### config.mk
export PLATFORM = sky130hd
export DESIGN_NAME = division_trip_voter
export DESIGN_NICKNAME = d
export VERILOG_FILES = /design/src/rtl/trip_voter_pkg.sv /design/src/rtl/vote_count.sv /design/src/rtl/division_trip_voter.sv
export VERILOG_INCLUDE_DIRS = /design/src /design/src/rtl
export SDC_FILE = /design/constraint.sdc
export NUM_CORES = 1
export LEC_CHECK = 0
export ABC_AREA = 0
export BUFFER_PORTS_ARGS = -buffer_cell sky130_fd_sc_hd__buf_2
export CAP_MARGIN = 0
export CORE_MARGIN = 2
export CORE_UTILIZATION = 56
export CTS_BUF_LIST = sky130_fd_sc_hd__clkbuf_16
export DETAILED_ROUTE_END_ITERATION = 10
export HOLD_SLACK_MARGIN = 0.1
export PLACE_DENSITY = 0.83
export SETUP_SLACK_MARGIN = 0.5
export SYNTH_ARGS = -nofsm -noshare
export SYNTH_HDL_FRONTEND = slang
export SYNTH_SLANG_ARGS = --single-unit
### constraint.sdc
create_clock -name mclk -period 6.05 [get_ports mclk]
set_input_delay 0 -clock mclk [delete_from_list [all_inputs] [get_ports mclk]]
set_output_delay 0 -clock mclk [all_outputs]
set_load 0.02 [all_outputs]
### src/rtl/trip_voter_map.svh
// register offsets, field positions, sizes and timing figures of the division trip voter
// assumes a 20 MHz mclk and a byte-addressed register port with 32-bit words
`ifndef TRIP_VOTER_MAP_SVH
`define TRIP_VOTER_MAP_SVH

`define TV_NDIV            4
`define TV_NVAR            8
`define TV_NUNIT           9
`define TV_ADDR_W          8

`define TV_REG_STATUS      8'h00
`define TV_REG_CLEAR       8'h04
`define TV_REG_ENABLE      8'h08
`define TV_REG_STATE       8'h0c
`define TV_REG_TEST        8'h10
`define TV_REG_PARTIAL     8'h14

`define TV_NEVT            4
`define TV_EVT_AUTO        0
`define TV_EVT_MANUAL      1
`define TV_EVT_REFUSED     2
`define TV_EVT_RESET       3

`define TV_TEST_INJ        0
`define TV_TEST_OUT        1
`define TV_TEST_DIV_LO     2
`define TV_TEST_DIV_HI     3
`define TV_TEST_VAR_LO     4
`define TV_TEST_VAR_HI     7

`define TV_CLK_KHZ         20000
`define TV_RESET_DELAY_MS  3000

`endif

### src/rtl/trip_voter_pkg.sv
// types shared by the division trip voter
// assumes trip_voter_map.svh for all sizes
`include "trip_voter_map.svh"

package trip_voter_pkg;

    // pin inputs, all fail-safe: a low level means trip or no bypass
    typedef struct packed {
        logic [`TV_NVAR-1:0][`TV_NDIV-1:0] var_ok;
        logic [`TV_NDIV-1:0]               nm_ok;
        logic [`TV_NDIV-1:0]               div_ok_a;
        logic [`TV_NDIV-1:0]               div_ok_b;
        logic                              man_ok_a;
        logic                              man_ok_b;
        logic                              mode_run_ok;
        logic                              reset_sw;
        logic [`TV_NDIV-1:0]               snsr_byp_req;
        logic [`TV_NDIV-1:0]               cu_byp_req;
    } pins_t;

    // drive outputs, high means energised or conducting
    typedef struct packed {
        logic load_drive_on;
        logic backup_coil_on;
        logic air_dump_on;
        logic rod_runin;
        logic reset_permit;
    } drives_t;

    typedef enum logic [1:0] {
        ST_NORMAL  = 2'b00,
        ST_TRIPPED = 2'b01,
        ST_PERMIT  = 2'b10
    } seal_state_t;

endpackage

### src/rtl/vote_count.sv
// one coincidence check: two or more of the unmasked divisions in trip
// assumes mask has at most one bit set, so four inputs vote 2oo4 and three vote 2oo3
`timescale 1ns/1ps

module vote_count
(
    // division trip states and bypass mask
    input  wire logic [3:0] trip,
    input  wire logic [3:0] mask,
    // coincidence result
    output logic            vote
);
    logic [3:0] live;
    logic [2:0] cnt;

    always_comb
    begin
        live = trip & ~mask;
        cnt  = 3'({2'b00, live[0]}) + 3'({2'b00, live[1]})
             + 3'({2'b00, live[2]}) + 3'({2'b00, live[3]});
        vote = (cnt >= 3'h2);
    end
endmodule

### src/rtl/division_trip_voter.sv
// one division of the four-division protection trip logic: coincidence, bypass, output
// assumes all pin inputs are asynchronous and fail-safe (low = trip or no bypass), single clock mclk
//
// The register addresses and strobed register access were decided locally.
`timescale 1ns/1ps
`include "trip_voter_map.svh"

module division_trip_voter
#(
    parameter int unsigned DIV_ID          = 0,
    parameter int unsigned RESET_DELAY_CYC = `TV_RESET_DELAY_MS * `TV_CLK_KHZ
)
(
    // clock and reset
    input  wire logic                              mclk,
    input  wire logic                              rst,
    // register port
    input  wire logic [`TV_ADDR_W-1:0]             addr,
    input  wire logic [31:0]                       wdata,
    input  wire logic                              wr,
    input  wire logic                              rd,
    output logic [31:0]                            rdata,
    output logic                                   irq,
    // field pins
    input  wire trip_voter_pkg::pins_t             pins,
    // drives and scram votes
    output trip_voter_pkg::drives_t                drives,
    output logic                                   scram_a,
    output logic                                   scram_b
);
    trip_voter_pkg::pins_t       sync1_q;
    trip_voter_pkg::pins_t       sync2_q;
    logic                        reset_sw_q;
    logic [`TV_NDIV-1:0]         snsr_byp_q;
    logic [`TV_NDIV-1:0]         cu_byp_q;
    logic                        refused;
    logic [`TV_NUNIT-1:0]        unit_vote;
    logic [`TV_NUNIT-1:0]        unit_part;
    logic [`TV_NDIV-1:0]         unit_trip [`TV_NUNIT];
    logic [`TV_NDIV-1:0]         inj_mask;
    logic                        auto_act;
    logic                        man_act;
    logic                        auto_q;
    logic                        man_q;
    logic                        div_trip;
    logic                        full_scram;
    trip_voter_pkg::seal_state_t seal_q;
    logic [31:0]                 dly_q;
    logic                        dly_done;
    logic                        reset_req;
    logic                        reset_take;
    logic [7:0]                  test_q;
    logic [`TV_NEVT-1:0]         evt;
    logic [`TV_NEVT-1:0]         stat_q;
    logic [`TV_NEVT-1:0]         en_q;
    logic                        auto_prev_q;
    logic                        man_prev_q;
    logic                        clr_wr;
    trip_voter_pkg::drives_t     drives_q;

    // two-stage synchroniser on every pin; reset value is all-trip, no-bypass
    always_ff @(posedge mclk or posedge rst)
    begin
        if (rst)
        begin
            sync1_q <= '0;
            sync2_q <= '0;
        end
        else
        begin
            sync1_q <= pins;
            sync2_q <= sync1_q;
        end
    end

    always_ff @(posedge mclk or posedge rst)
    begin
        if (rst)
            reset_sw_q <= 1'b0;
        else
            reset_sw_q <= sync2_q.reset_sw;
    end

    // a request is taken only from no bypass to exactly one, and an all-zero request releases the bypass;
    // any other change keeps the present bypass and flags a refusal
    function automatic logic [`TV_NDIV-1:0] byp_next(input logic [`TV_NDIV-1:0] cur,
                                                   input logic [`TV_NDIV-1:0] req);
        logic [`TV_NDIV-1:0] nxt;
        nxt = cur;
        if (req == '0)
            nxt = '0;
        else if (cur == '0 && $onehot(req))
            nxt = req;
        return nxt;
    endfunction

    always_ff @(posedge mclk or posedge rst)
    begin
        if (rst)
        begin
            snsr_byp_q <= '0;
            cu_byp_q   <= '0;
        end
        else
        begin
            snsr_byp_q <= byp_next(snsr_byp_q, sync2_q.snsr_byp_req);
            cu_byp_q   <= byp_next(cu_byp_q, sync2_q.cu_byp_req);
        end
    end

    // a second request while one is held, or a multi-bit request, counts as refused
    assign refused = (!$onehot0(sync2_q.snsr_byp_req) || !$onehot0(sync2_q.cu_byp_req)
                     || (snsr_byp_q != '0 && sync2_q.snsr_byp_req != '0
                         && sync2_q.snsr_byp_req != snsr_byp_q)
                     || (cu_byp_q != '0 && sync2_q.cu_byp_req != '0
                         && sync2_q.cu_byp_req != cu_byp_q));

    // test injection forces one chosen division of one chosen variable to trip; one
    // division alone never reaches coincidence, so the test cannot scram by itself
    always_comb
    begin
        inj_mask = '0;
        if (test_q[`TV_TEST_INJ])
            inj_mask[test_q[`TV_TEST_DIV_HI:`TV_TEST_DIV_LO]] = 1'b1;
    end

    // coincidence units: channel variables plus the neutron monitor bistables
    genvar gi;
    generate
        for (gi = 0; gi < `TV_NUNIT; gi++)
        begin : g_unit
            if (gi < `TV_NVAR)
            begin : g_var
                assign unit_trip[gi] = ~sync2_q.var_ok[gi]
                    | ((test_q[`TV_TEST_VAR_HI:`TV_TEST_VAR_LO] == 4'(gi)) ? inj_mask : '0);
            end
            else
            begin : g_nm
                assign unit_trip[gi] = ~sync2_q.nm_ok;
            end
            vote_count u_vote
            (
                .trip (unit_trip[gi]),
                .mask (snsr_byp_q),
                .vote (unit_vote[gi])
            );
            assign unit_part[gi] = |(unit_trip[gi] & ~snsr_byp_q);
        end
    endgenerate

    // own coincidence unit bypassed: the other divisions still carry automatic scram
    assign auto_act = (|unit_vote) && !cu_byp_q[DIV_ID];
    assign man_act  = (!sync2_q.man_ok_a && !sync2_q.man_ok_b) || !sync2_q.mode_run_ok;

    // completion delay, counted from the trip; the count is taken as finished only
    // once the trip conditions themselves have gone
    always_ff @(posedge mclk or posedge rst)
    begin
        if (rst)
            dly_q <= '0;
        else if (seal_q == trip_voter_pkg::ST_NORMAL)
            dly_q <= '0;
        else if (dly_q < RESET_DELAY_CYC)
            dly_q <= dly_q + 32'h1;
    end

    assign dly_done   = (dly_q >= RESET_DELAY_CYC) && !auto_act && !man_act;
    assign reset_req  = sync2_q.reset_sw && !reset_sw_q;
    assign reset_take = (seal_q == trip_voter_pkg::ST_PERMIT) && reset_req;

    // seal-in sequence: a trip holds until the delay has run and the operator resets
    always_ff @(posedge mclk or posedge rst)
    begin
        if (rst)
            seal_q <= trip_voter_pkg::ST_TRIPPED;
        else
        begin
            case (seal_q)
                trip_voter_pkg::ST_NORMAL:
                    if (auto_act || man_act)
                        seal_q <= trip_voter_pkg::ST_TRIPPED;
                trip_voter_pkg::ST_TRIPPED:
                    if (dly_done)
                        seal_q <= trip_voter_pkg::ST_PERMIT;
                trip_voter_pkg::ST_PERMIT:
                    if (auto_act || man_act)
                        seal_q <= trip_voter_pkg::ST_TRIPPED;
                    else if (reset_req)
                        seal_q <= trip_voter_pkg::ST_NORMAL;
                default:
                    seal_q <= trip_voter_pkg::ST_TRIPPED;
            endcase
        end
    end

    // separate latches show which trip path caused the seal-in
    always_ff @(posedge mclk or posedge rst)
    begin
        if (rst)
        begin
            auto_q <= 1'b1;
            man_q  <= 1'b1;
        end
        else
        begin
            if (auto_act)
                auto_q <= 1'b1;
            else if (reset_take)
                auto_q <= 1'b0;
            if (man_act)
                man_q <= 1'b1;
            else if (reset_take)
                man_q <= 1'b0;
        end
    end

    assign div_trip = (seal_q != trip_voter_pkg::ST_NORMAL) || auto_act || man_act
                      || test_q[`TV_TEST_OUT];

    // two arrangements of the division states, each voted 2oo4
    vote_count u_scram_a
    (
        .trip (~sync2_q.div_ok_a),
        .mask (4'h0),
        .vote (scram_a)
    );
    vote_count u_scram_b
    (
        .trip (~sync2_q.div_ok_b),
        .mask (4'h0),
        .vote (scram_b)
    );

    assign full_scram = scram_a && scram_b;

    // drives: load drive and backup coil de-energise to trip, so a dead output reads as trip; air dump and rod run-in energise on full scram
    always_ff @(posedge mclk or posedge rst)
    begin
        if (rst)
            drives_q <= '0;
        else
        begin
            drives_q.load_drive_on  <= !div_trip;
            drives_q.backup_coil_on <= !div_trip;
            drives_q.air_dump_on    <= full_scram;
            drives_q.rod_runin      <= full_scram;
            drives_q.reset_permit   <= (seal_q == trip_voter_pkg::ST_PERMIT);
        end
    end

    assign drives = drives_q;

    // events and sticky status; a set in the clear cycle wins
    always_ff @(posedge mclk or posedge rst)
    begin
        if (rst)
        begin
            auto_prev_q <= 1'b0;
            man_prev_q  <= 1'b0;
        end
        else
        begin
            auto_prev_q <= auto_act;
            man_prev_q  <= man_act;
        end
    end

    always_comb
    begin
        evt                  = '0;
        evt[`TV_EVT_AUTO]    = auto_act && !auto_prev_q;
        evt[`TV_EVT_MANUAL]  = man_act && !man_prev_q;
        evt[`TV_EVT_REFUSED] = refused;
        evt[`TV_EVT_RESET]   = reset_take;
    end

    assign clr_wr = wr && (addr == `TV_REG_CLEAR);

    always_ff @(posedge mclk or posedge rst)
    begin
        if (rst)
            stat_q <= '0;
        else if (clr_wr)
            stat_q <= (stat_q & ~wdata[`TV_NEVT-1:0]) | evt;
        else
            stat_q <= stat_q | evt;
    end

    always_ff @(posedge mclk or posedge rst)
    begin
        if (rst)
            en_q <= '0;
        else if (wr && addr == `TV_REG_ENABLE)
            en_q <= wdata[`TV_NEVT-1:0];
    end

    always_ff @(posedge mclk or posedge rst)
    begin
        if (rst)
            test_q <= '0;
        else if (wr && addr == `TV_REG_TEST)
            test_q <= wdata[7:0];
    end

    assign irq = |(stat_q & en_q);

    // read data stands in the cycle after the read strobe only
    always_ff @(posedge mclk or posedge rst)
    begin
        if (rst)
            rdata <= '0;
        else if (!rd)
            rdata <= '0;
        else
        begin
            case (addr)
                `TV_REG_STATUS:  rdata <= {28'h0, stat_q};
                `TV_REG_ENABLE:  rdata <= {28'h0, en_q};
                `TV_REG_STATE:   rdata <= {16'h0, cu_byp_q, snsr_byp_q, 1'b0, full_scram,
                                           seal_q, 1'b0, auto_q, man_q, div_trip};
                `TV_REG_TEST:    rdata <= {24'h0, test_q};
                `TV_REG_PARTIAL: rdata <= {7'h0, unit_vote, 7'h0, unit_part};
                default:         rdata <= '0;
            endcase
        end
    end
endmodule

==> out/qor.yml, run 1 <==
sta:
  grt_setup_unrepaired: "no"
  timing.final.crit_share_pct: 69.01
  clock.fmax_mhz: 239.5
  fin_tns_setup_ns: 0
  whs_ns: 0.1360
  fin_skew_ns: 0.01191
  worst_pin_slew_ns: 1.282
  drv_slew: 0
  hold_viol: 0
  setup_violations: 0
  slew_headroom_pct: 14.36
  finalCriticalPeriod_ns: 4.175
yosys:
  seq_area_frac_synth_pct: 60.59
  synth.area.top_cells: "dfrtp_1, ha_1, nand2_1"
  synth.most_common_cell: "dfrtp_1"
  synth_top_area_cell: "dfrtp_1"
  postSynthRegisterBits: 203
  synth_xor_area_share_pct: 3.236
  yosysTopAreaCellShare_pct: 59.65
  syn_area_um2: 8391
  netlist_instances: 723
  yosys.area_share.adder_pct: 6.591
  ys_types: 61
  synthSimpleGateAreaFrac_pct: 14.02
  synth_top_family_by_area: "simple AND/OR/NAND/NOR gates"
  synth-edff-count: 0
  synth_mux_area_share_pct: 2.684
  avgSynthCellArea_um2: 11.61
  yosysWarnings: 0
  synthFlopType: "dfrtp_1"
  synth-compound-area-share_pct: 8.828
  async_flop_share_pct: 100.0
  synth.top_cells.by_count: "dfrtp_1, nand2_1, nor2_1"
detailed_routing:
  drt-total-wl_mm: 19.25
  vias_per_cell: 5.510
  routedWlPerCell_um: 17.40
  firstDrtPassIters: 6
  drtIter0Drc: 457
  drc: 0
  antenna_left: 0
  vias: 6094
cts:
  ctsResizeCount: 0
  h-tree-depth: 1
  clk_pin_slew_ns: 0.07
  cts_tree: "done"
  worstSkewPairLatency_ns: 0.49
  root_buffer: "clkbuf_16"
  clock_sinks: 203
  numCtsBuffers: 21
  cts_buffer_depth: 3
power:
  p_int_mw: 2.291
  switching_share_pct: 28.65
  leakage_nw: 5.049
  p_sw_mw: 0.9197
  power.share.sequential_pct: 48.2
  ir_drop_mv: 0.2342
  power_frac_comb_pct: 15.8
  power_per_cell_area_nw_per_um2: 307.7
  clkPwrFrac_pct: 36.0
placement:
  place.gp.congestion: 0.8862
  portBuffers: 108
  dp.cells: 994
  dp_hpwl_mm: 12.03
floorplanning:
  core-area_um2: 14590
  num_rows: 44
  dieArea_um2: 15980
  initial_core_util_pct: 57.51
  dieHeight_um: 126.4
  die_w_um: 126.4
  io_pins: 140
global_route:
  overflow: 0
  grt_antenna_before_repair: 0
  grt-busiest-layer: "met2"
  grt_pass1_wl_mm: 31.11
  met2_usage_pct: 41.74
  met3_usage_pct: 5.609
  grt_usage_pct: 24.37
  first_global_vias: 6167
  grt_max_degree: 130
  gr-usage-met1_pct: 31.08
cells_and_area:
  seq_area_um2: 5084
  n_antenna_cell: 0
  final_cells: 1106
  final_nets: 1051
  area_growth_pct: 24.32
  multi_input_area_um2: 3000
  n_fill_cell: 948
  drive_above_1_share_pct: 18.11
min_path:
  holdPathEnd: "sync1_q[9]$_DFF_PP0_"
  min_from: "pins[9]"
  hold_depth: 2
  hold_path_class: "in2reg"
worst_setup_path:
  r2r_end: "stat_q[0]$_DFF_PP0_"
  cp.arrival_ns: 4.54
  worstPathMaxFanout: 12
  critPathMostFrequentCell: "ha_1"
  crit_path_start_kind: "register"
  cp_slowest_stage_delay_ns: 0.77
  endpoint_kind: "register"
  r2r-start: "test_q[5]$_DFFE_PP0P_"
  crit_chain: "nor4_1 -> nand2_1 -> a21o_1 -> inv_1 -> ha_1 -> ha_1 -> or2_2 -> a311oi_1 -> o311ai_1 -> or4_4 -> o21bai_4 -> o2bb2ai_1"
  path_class: "reg2reg"
  slowest_stage: "nor4_1"
  reg2regPathDepth: 12
  r2r_setup_slack_ns: 1.87
  worst_ep_required_time_ns: 6.42
run:
  drv_cap: 0
status:
  status: "complete, no violations"
## cell usage in the layout, fill, tap and decap left out, types with 3 or more instances in the layout
cell type / count
buf_4: 4
mux2_2: 12
clkbuf_16: 21
a21boi_0: 6
buf_2: 108
dfstp_2: 3
nand2_1: 61
nand3_1: 15
dlygate4sd3_1: 75
xnor2_1: 21
nor4b_1: 8
xor2_1: 10
and2_1: 9
a21oi_1: 42
o22a_1: 4
a32o_1: 3
dfrtp_1: 200
o2bb2ai_1: 4
nor2b_1: 12
nor2_1: 59
ha_1: 41
nor3_1: 12
nor3b_1: 5
a211oi_1: 6
nor4bb_1: 3
or3_1: 3
and3_1: 6
a21o_1: 9
nor4_1: 16
nand4_1: 6
inv_1: 49
or2_2: 4
clkinv_2: 5
o21ai_0: 21
conb_1: 7
mux2i_1: 9
clkinv_1: 6
## critical path: cells and delay by family (launching register included)
kind            cells  cell delay (ns)
simple gates        4             1.79
compound gates      5             1.26
flops               1             0.54
buf+inv             1             0.06
fa+ha+maj           2             0.40
## cell type report
type | count | area share [%]
clock buffers | 21 | 5.038
repair buffers | 187 | 12.67
multi-input cells | 447 | 28.76
well taps | 184 | 2.207
flip-flops and latches | 203 | 48.73
clock inverters | 16 | 0.7916
inverters | 48 | 1.799
## sequential cells by signal, indices dropped and copies added, names as in the netlist, 8 cells and up
register,cells
sync1_q,56
sync2_q,56
rdata,25
dly_q,32
test_q,8
## layer usage
layer / share of wire, % / vias up
met2: 49 / 249
met3: 7.9 / 52
met1: 40 / 2972
met5: 0 / -
li1: - / 2821
met4: 3.2 / 0
## repair_timing
action / 4_1_cts / 5_1_grt
hold buffers: 75 / 0
setup buffers: 0 / 0
endpoints found under the hold margin: 219 / 0
## worst max path at each step
stage / end / depth (start not counted) / slack [ns] / start
3_3_place_gp: seal_q[1]$_DFFE_PP0P_ / 12 / 2.12 / test_q[5]$_DFFE_PP0P_
2_1_floorplan: auto_prev_q$_DFF_PP0_ / 1 / 0.52 / rst
5_1_grt: stat_q[0]$_DFF_PP0_ / 12 / 1.71 / test_q[5]$_DFFE_PP0P_
3_5_place_dp: seal_q[1]$_DFFE_PP0P_ / 12 / 2.02 / test_q[5]$_DFFE_PP0P_
4_1_cts: stat_q[0]$_DFF_PP0_ / 12 / 1.92 / test_q[5]$_DFFE_PP0P_
6_report: stat_q[0]$_DFF_PP0_ / 12 / 1.87 / test_q[5]$_DFFE_PP0P_
## cell families after synthesis
kind of cell             count (synthesis)
AND/OR/NAND/NOR                        231
other                                    1
adder cells (fa/ha/maj)                 43
buffers and inverters                   79
AO/OA/AOI/OAI                          114
multiplexers                            21
XOR/XNOR                                31
flip-flops                             203
## stage by stage
stage	power [mW]	instance area (um2)	utilization (%)	setup WS, ns
after floorplan	1.863	8413	-	0.5159
after global placement	1.990	9072	62.19	2.115
after detailed placement	2.019	9072	62.19	2.024
after CTS	3.205	10430	71.50	1.924
after global routing	3.356	10430	71.50	1.709
final	3.210	10430	71.50	1.875
## power by group through the flow
| stage | logic (mW) | registers [mW] | clock network [mW] |
|---|---|---|---|
| floorplan | 0.371 | 1.49 | 0 |
| global placement | 0.431 | 1.56 | 0 |
| detailed placement | 0.456 | 1.56 | 0 |
| CTS | 0.501 | 1.54 | 1.16 |
| global route | 0.571 | 1.55 | 1.23 |
| finish | 0.508 | 1.55 | 1.16 |
No activity file was read; power rests on OpenSTA's default activity.
==> run 2: changes to the inputs <==
--- a/config.mk
+++ b/config.mk
@@ -6,7 +6,7 @@
 export SDC_FILE = /design/constraint.sdc
 export NUM_CORES = 1
 export LEC_CHECK = 0
-export ABC_AREA = 0
+export ABC_AREA = 1
 export BUFFER_PORTS_ARGS = -buffer_cell sky130_fd_sc_hd__buf_2
 export CAP_MARGIN = 0
 export CORE_MARGIN = 2
==> constraint.sdc (replaced) <==
create_clock -name mclk -period 4.07 [get_ports mclk]
set_input_delay 0 -clock mclk [delete_from_list [all_inputs] [get_ports mclk]]
set_output_delay 0 -clock mclk [all_outputs]
set_load 0.02 [all_outputs]
==> out/qor.yml, run 2 <==
floorplanning:
  initial_core_util_pct: 57.83
  die_w_um: 127.0
  core-area_um2: 14640
  io_pins: 140
  num_rows: 44
  dieHeight_um: 127.0
  dieArea_um2: 16120
yosys:
  synth.most_common_cell: "dfrtp_1"
  avgSynthCellArea_um2: 10.08
  synth.top_cells.by_count: "dfrtp_1, nand2_1, inv_1"
  yosys.area_share.adder_pct: 6.531
  netlist_instances: 840
  synth_top_family_by_area: "simple AND/OR/NAND/NOR gates"
  yosysTopAreaCellShare_pct: 59.10
  synthSimpleGateAreaFrac_pct: 15.63
  synth.area.top_cells: "dfrtp_1, ha_1, nand2_1"
  seq_area_frac_synth_pct: 60.03
  synthFlopType: "dfrtp_1"
  synth_xor_area_share_pct: 0.9309
  yosysWarnings: 0
  synth-compound-area-share_pct: 9.382
  ys_types: 49
  synth-edff-count: 0
  synth_top_area_cell: "dfrtp_1"
  synth_mux_area_share_pct: 0
  syn_area_um2: 8468
  async_flop_share_pct: 100.0
  postSynthRegisterBits: 203
detailed_routing:
  vias_per_cell: 5.407
  drc: 0
  vias: 6662
  routedWlPerCell_um: 16.73
  antenna_left: 0
  firstDrtPassIters: 8
  drt-total-wl_mm: 20.62
  drtIter0Drc: 526
cts:
  numCtsBuffers: 20
  clock_sinks: 203
  cts_tree: "done"
  root_buffer: "clkbuf_16"
  h-tree-depth: 1
  cts_buffer_depth: 3
  clk_pin_slew_ns: 0.06
  worstSkewPairLatency_ns: 0.50
global_route:
  grt_pass1_wl_mm: 33.44
  grt_usage_pct: 26.35
  overflow: 0
  grt_max_degree: 75
  grt_antenna_before_repair: 0
  first_global_vias: 6734
sta:
  fin_skew_ns: 0.01324
  slew_headroom_pct: 21.28
  timing.final.crit_share_pct: 82.80
  clock.fmax_mhz: 296.7
  finalCriticalPeriod_ns: 3.370
  grt_setup_unrepaired: "no"
  fin_tns_setup_ns: 0
  drv_slew: 0
  hold_viol: 0
  worst_pin_slew_ns: 1.173
  setup_violations: 0
cells_and_area:
  area_growth_pct: 25.10
  layout_commonest_cell: "dfrtp_1"
  final_nets: 1180
  top_regs: "sync1_q (56), sync2_q (56), dly_q (32)"
  final_cell_area_um2: 10590
  n_fill_cell: 998
  n_antenna_cell: 0
  layout_common_cells: "dfrtp_1, inv_1, nand2_1"
  final_cells: 1232
  drive_above_1_share_pct: 15.94
placement:
  portBuffers: 108
  dp.cells: 1122
  place.gp.congestion: 0.9225
  placed_area_um2: 9171
  dp_hpwl_mm: 12.95
worst_setup_path:
  slowest_stage: "nor2_1"
  path_class: "reg2reg"
  crit_path_start_kind: "register"
  cp.arrival_ns: 3.74
  cp_slowest_stage_delay_ns: 0.58
  critPathMostFrequentCell: "nand2_1"
  endpoint_kind: "register"
  crit_chain: "inv_1 -> nand2_1 -> nor2_1 -> nand2_1 -> a21oi_1 -> ha_1 -> ha_1 -> nand3_1 -> nand2_1 -> nor2_1 -> nand3_1 -> o21bai_4 -> nand3_1 -> nand2_1 -> a21oi_1"
  worst_ep_required_time_ns: 4.44
  worstPathMaxFanout: 7
power:
  ir_drop_mv: 0.3823
  power_per_cell_area_nw_per_um2: 446.6
  leakage_nw: 5.272
run:
  drv_cap: 0
min_path:
  hold_path_class: "in2reg"
status:
  status: "complete, no violations"
## run 2: changes by cell type after synthesis, sizes merged, moves of 12 or more
cell / previous run / this run
nor2: 61 / 79
nand3: 15 / 29
nor3: 12 / 26
clkbuf: 17 / 4
inv: 48 / 132
xnor2: 21 / 5
nand2: 61 / 137
mux2: 12 / 0
o21ai: 22 / 49
nor2b: 12 / 0
a21oi: 42 / 61
## run 2: layer usage
metal | share of wire, % | track usage (%) | vias to the layer above
li1 | - | - | 3072
met1 | 37 | 32.62 | 3168
met2 | 49 | 44.28 | 322
met3 | 8.3 | 5.402 | 100
met4 | 5.5 | 13.51 | 0
met5 | 0 | 0 | -
## run 2: cells by family after synthesis
group           after synthesis
other cells                   1
simple gates                290
fa+ha+maj                    43
flops                       203
compound gates              140
buf+inv                     154
xor+xnor                      9
## run 2: where the power goes
group	total (mW)	leakage [nW]	internal [mW]	switching [mW]
Clock	1.86	0.339	1.11	0.741
Combinational	0.638	2.44	0.253	0.385
Sequential	2.24	2.50	2.11	0.123
Total	4.73	5.27	3.48	1.25
## run 2: worst paths after layout
path / startpoint / end / slack (ns) / depth (start not counted)
min in group asynchronous: rst / dly_q[5]$_DFFE_PP0P_ / 0.17 / 3
worst min register to register: sync1_q[39]$_DFF_PP0_ / sync2_q[39]$_DFF_PP0_ / 0.35 / 0
max in group asynchronous: rst / sync1_q[20]$_DFF_PP0_ / 2.56 / 4
worst min-delay path: pins[13] / sync1_q[13]$_DFF_PP0_ / 0.14 / 2
worst max register to register: test_q[2]$_DFFE_PP0P_ / rdata[0]$_DFF_PP0_ / 0.70 / 15
worst max-delay path: test_q[2]$_DFFE_PP0P_ / rdata[0]$_DFF_PP0_ / 0.70 / 15
## run 2: layout make-up
cell class	count	area, um2	area share [%]
clock buffers	21	525.5	4.960
inverters	133	503.0	4.748
flip-flops and latches	203	5084	47.99
repair buffers	190	1349	12.73
clock inverters	12	126.4	1.193
multi-input cells	489	2776	26.21
well taps	184	230.2	2.173
## run 2: critical path: cells and delay by family (launching register included)
family,cells,cell delay [ns]
AO/OA/AOI/OAI,3,0.53
adder cells (fa/ha/maj),2,0.55
buffers and inverters,1,0.12
flip-flops,1,0.39
AND/OR/NAND/NOR,9,1.67
## run 2: stage by stage
stage / hold WS (ns) / total power, mW / utilization (%) / setup slack [ns]
final: 0.1414 / 4.731 / 72.34 / 0.7001
after global routing: 0.1437 / 4.920 / 72.34 / 0.5088
after CTS: 0.1297 / 4.715 / 72.34 / 0.8149
after detailed placement: 0.1093 / 2.821 / 62.63 / 0.8986
after global placement: 0.1084 / 2.785 / 62.63 / 0.9709
after floorplan: 0.03143 / 2.634 / - / 1.442
## run 2: what timing repair did
item / in CTS / in global routing
endpoints found under the hold margin: 114 / 0
hold buffers: 77 / 0
buffers inserted: 0 / 0
gates resized for setup: 0 / 0
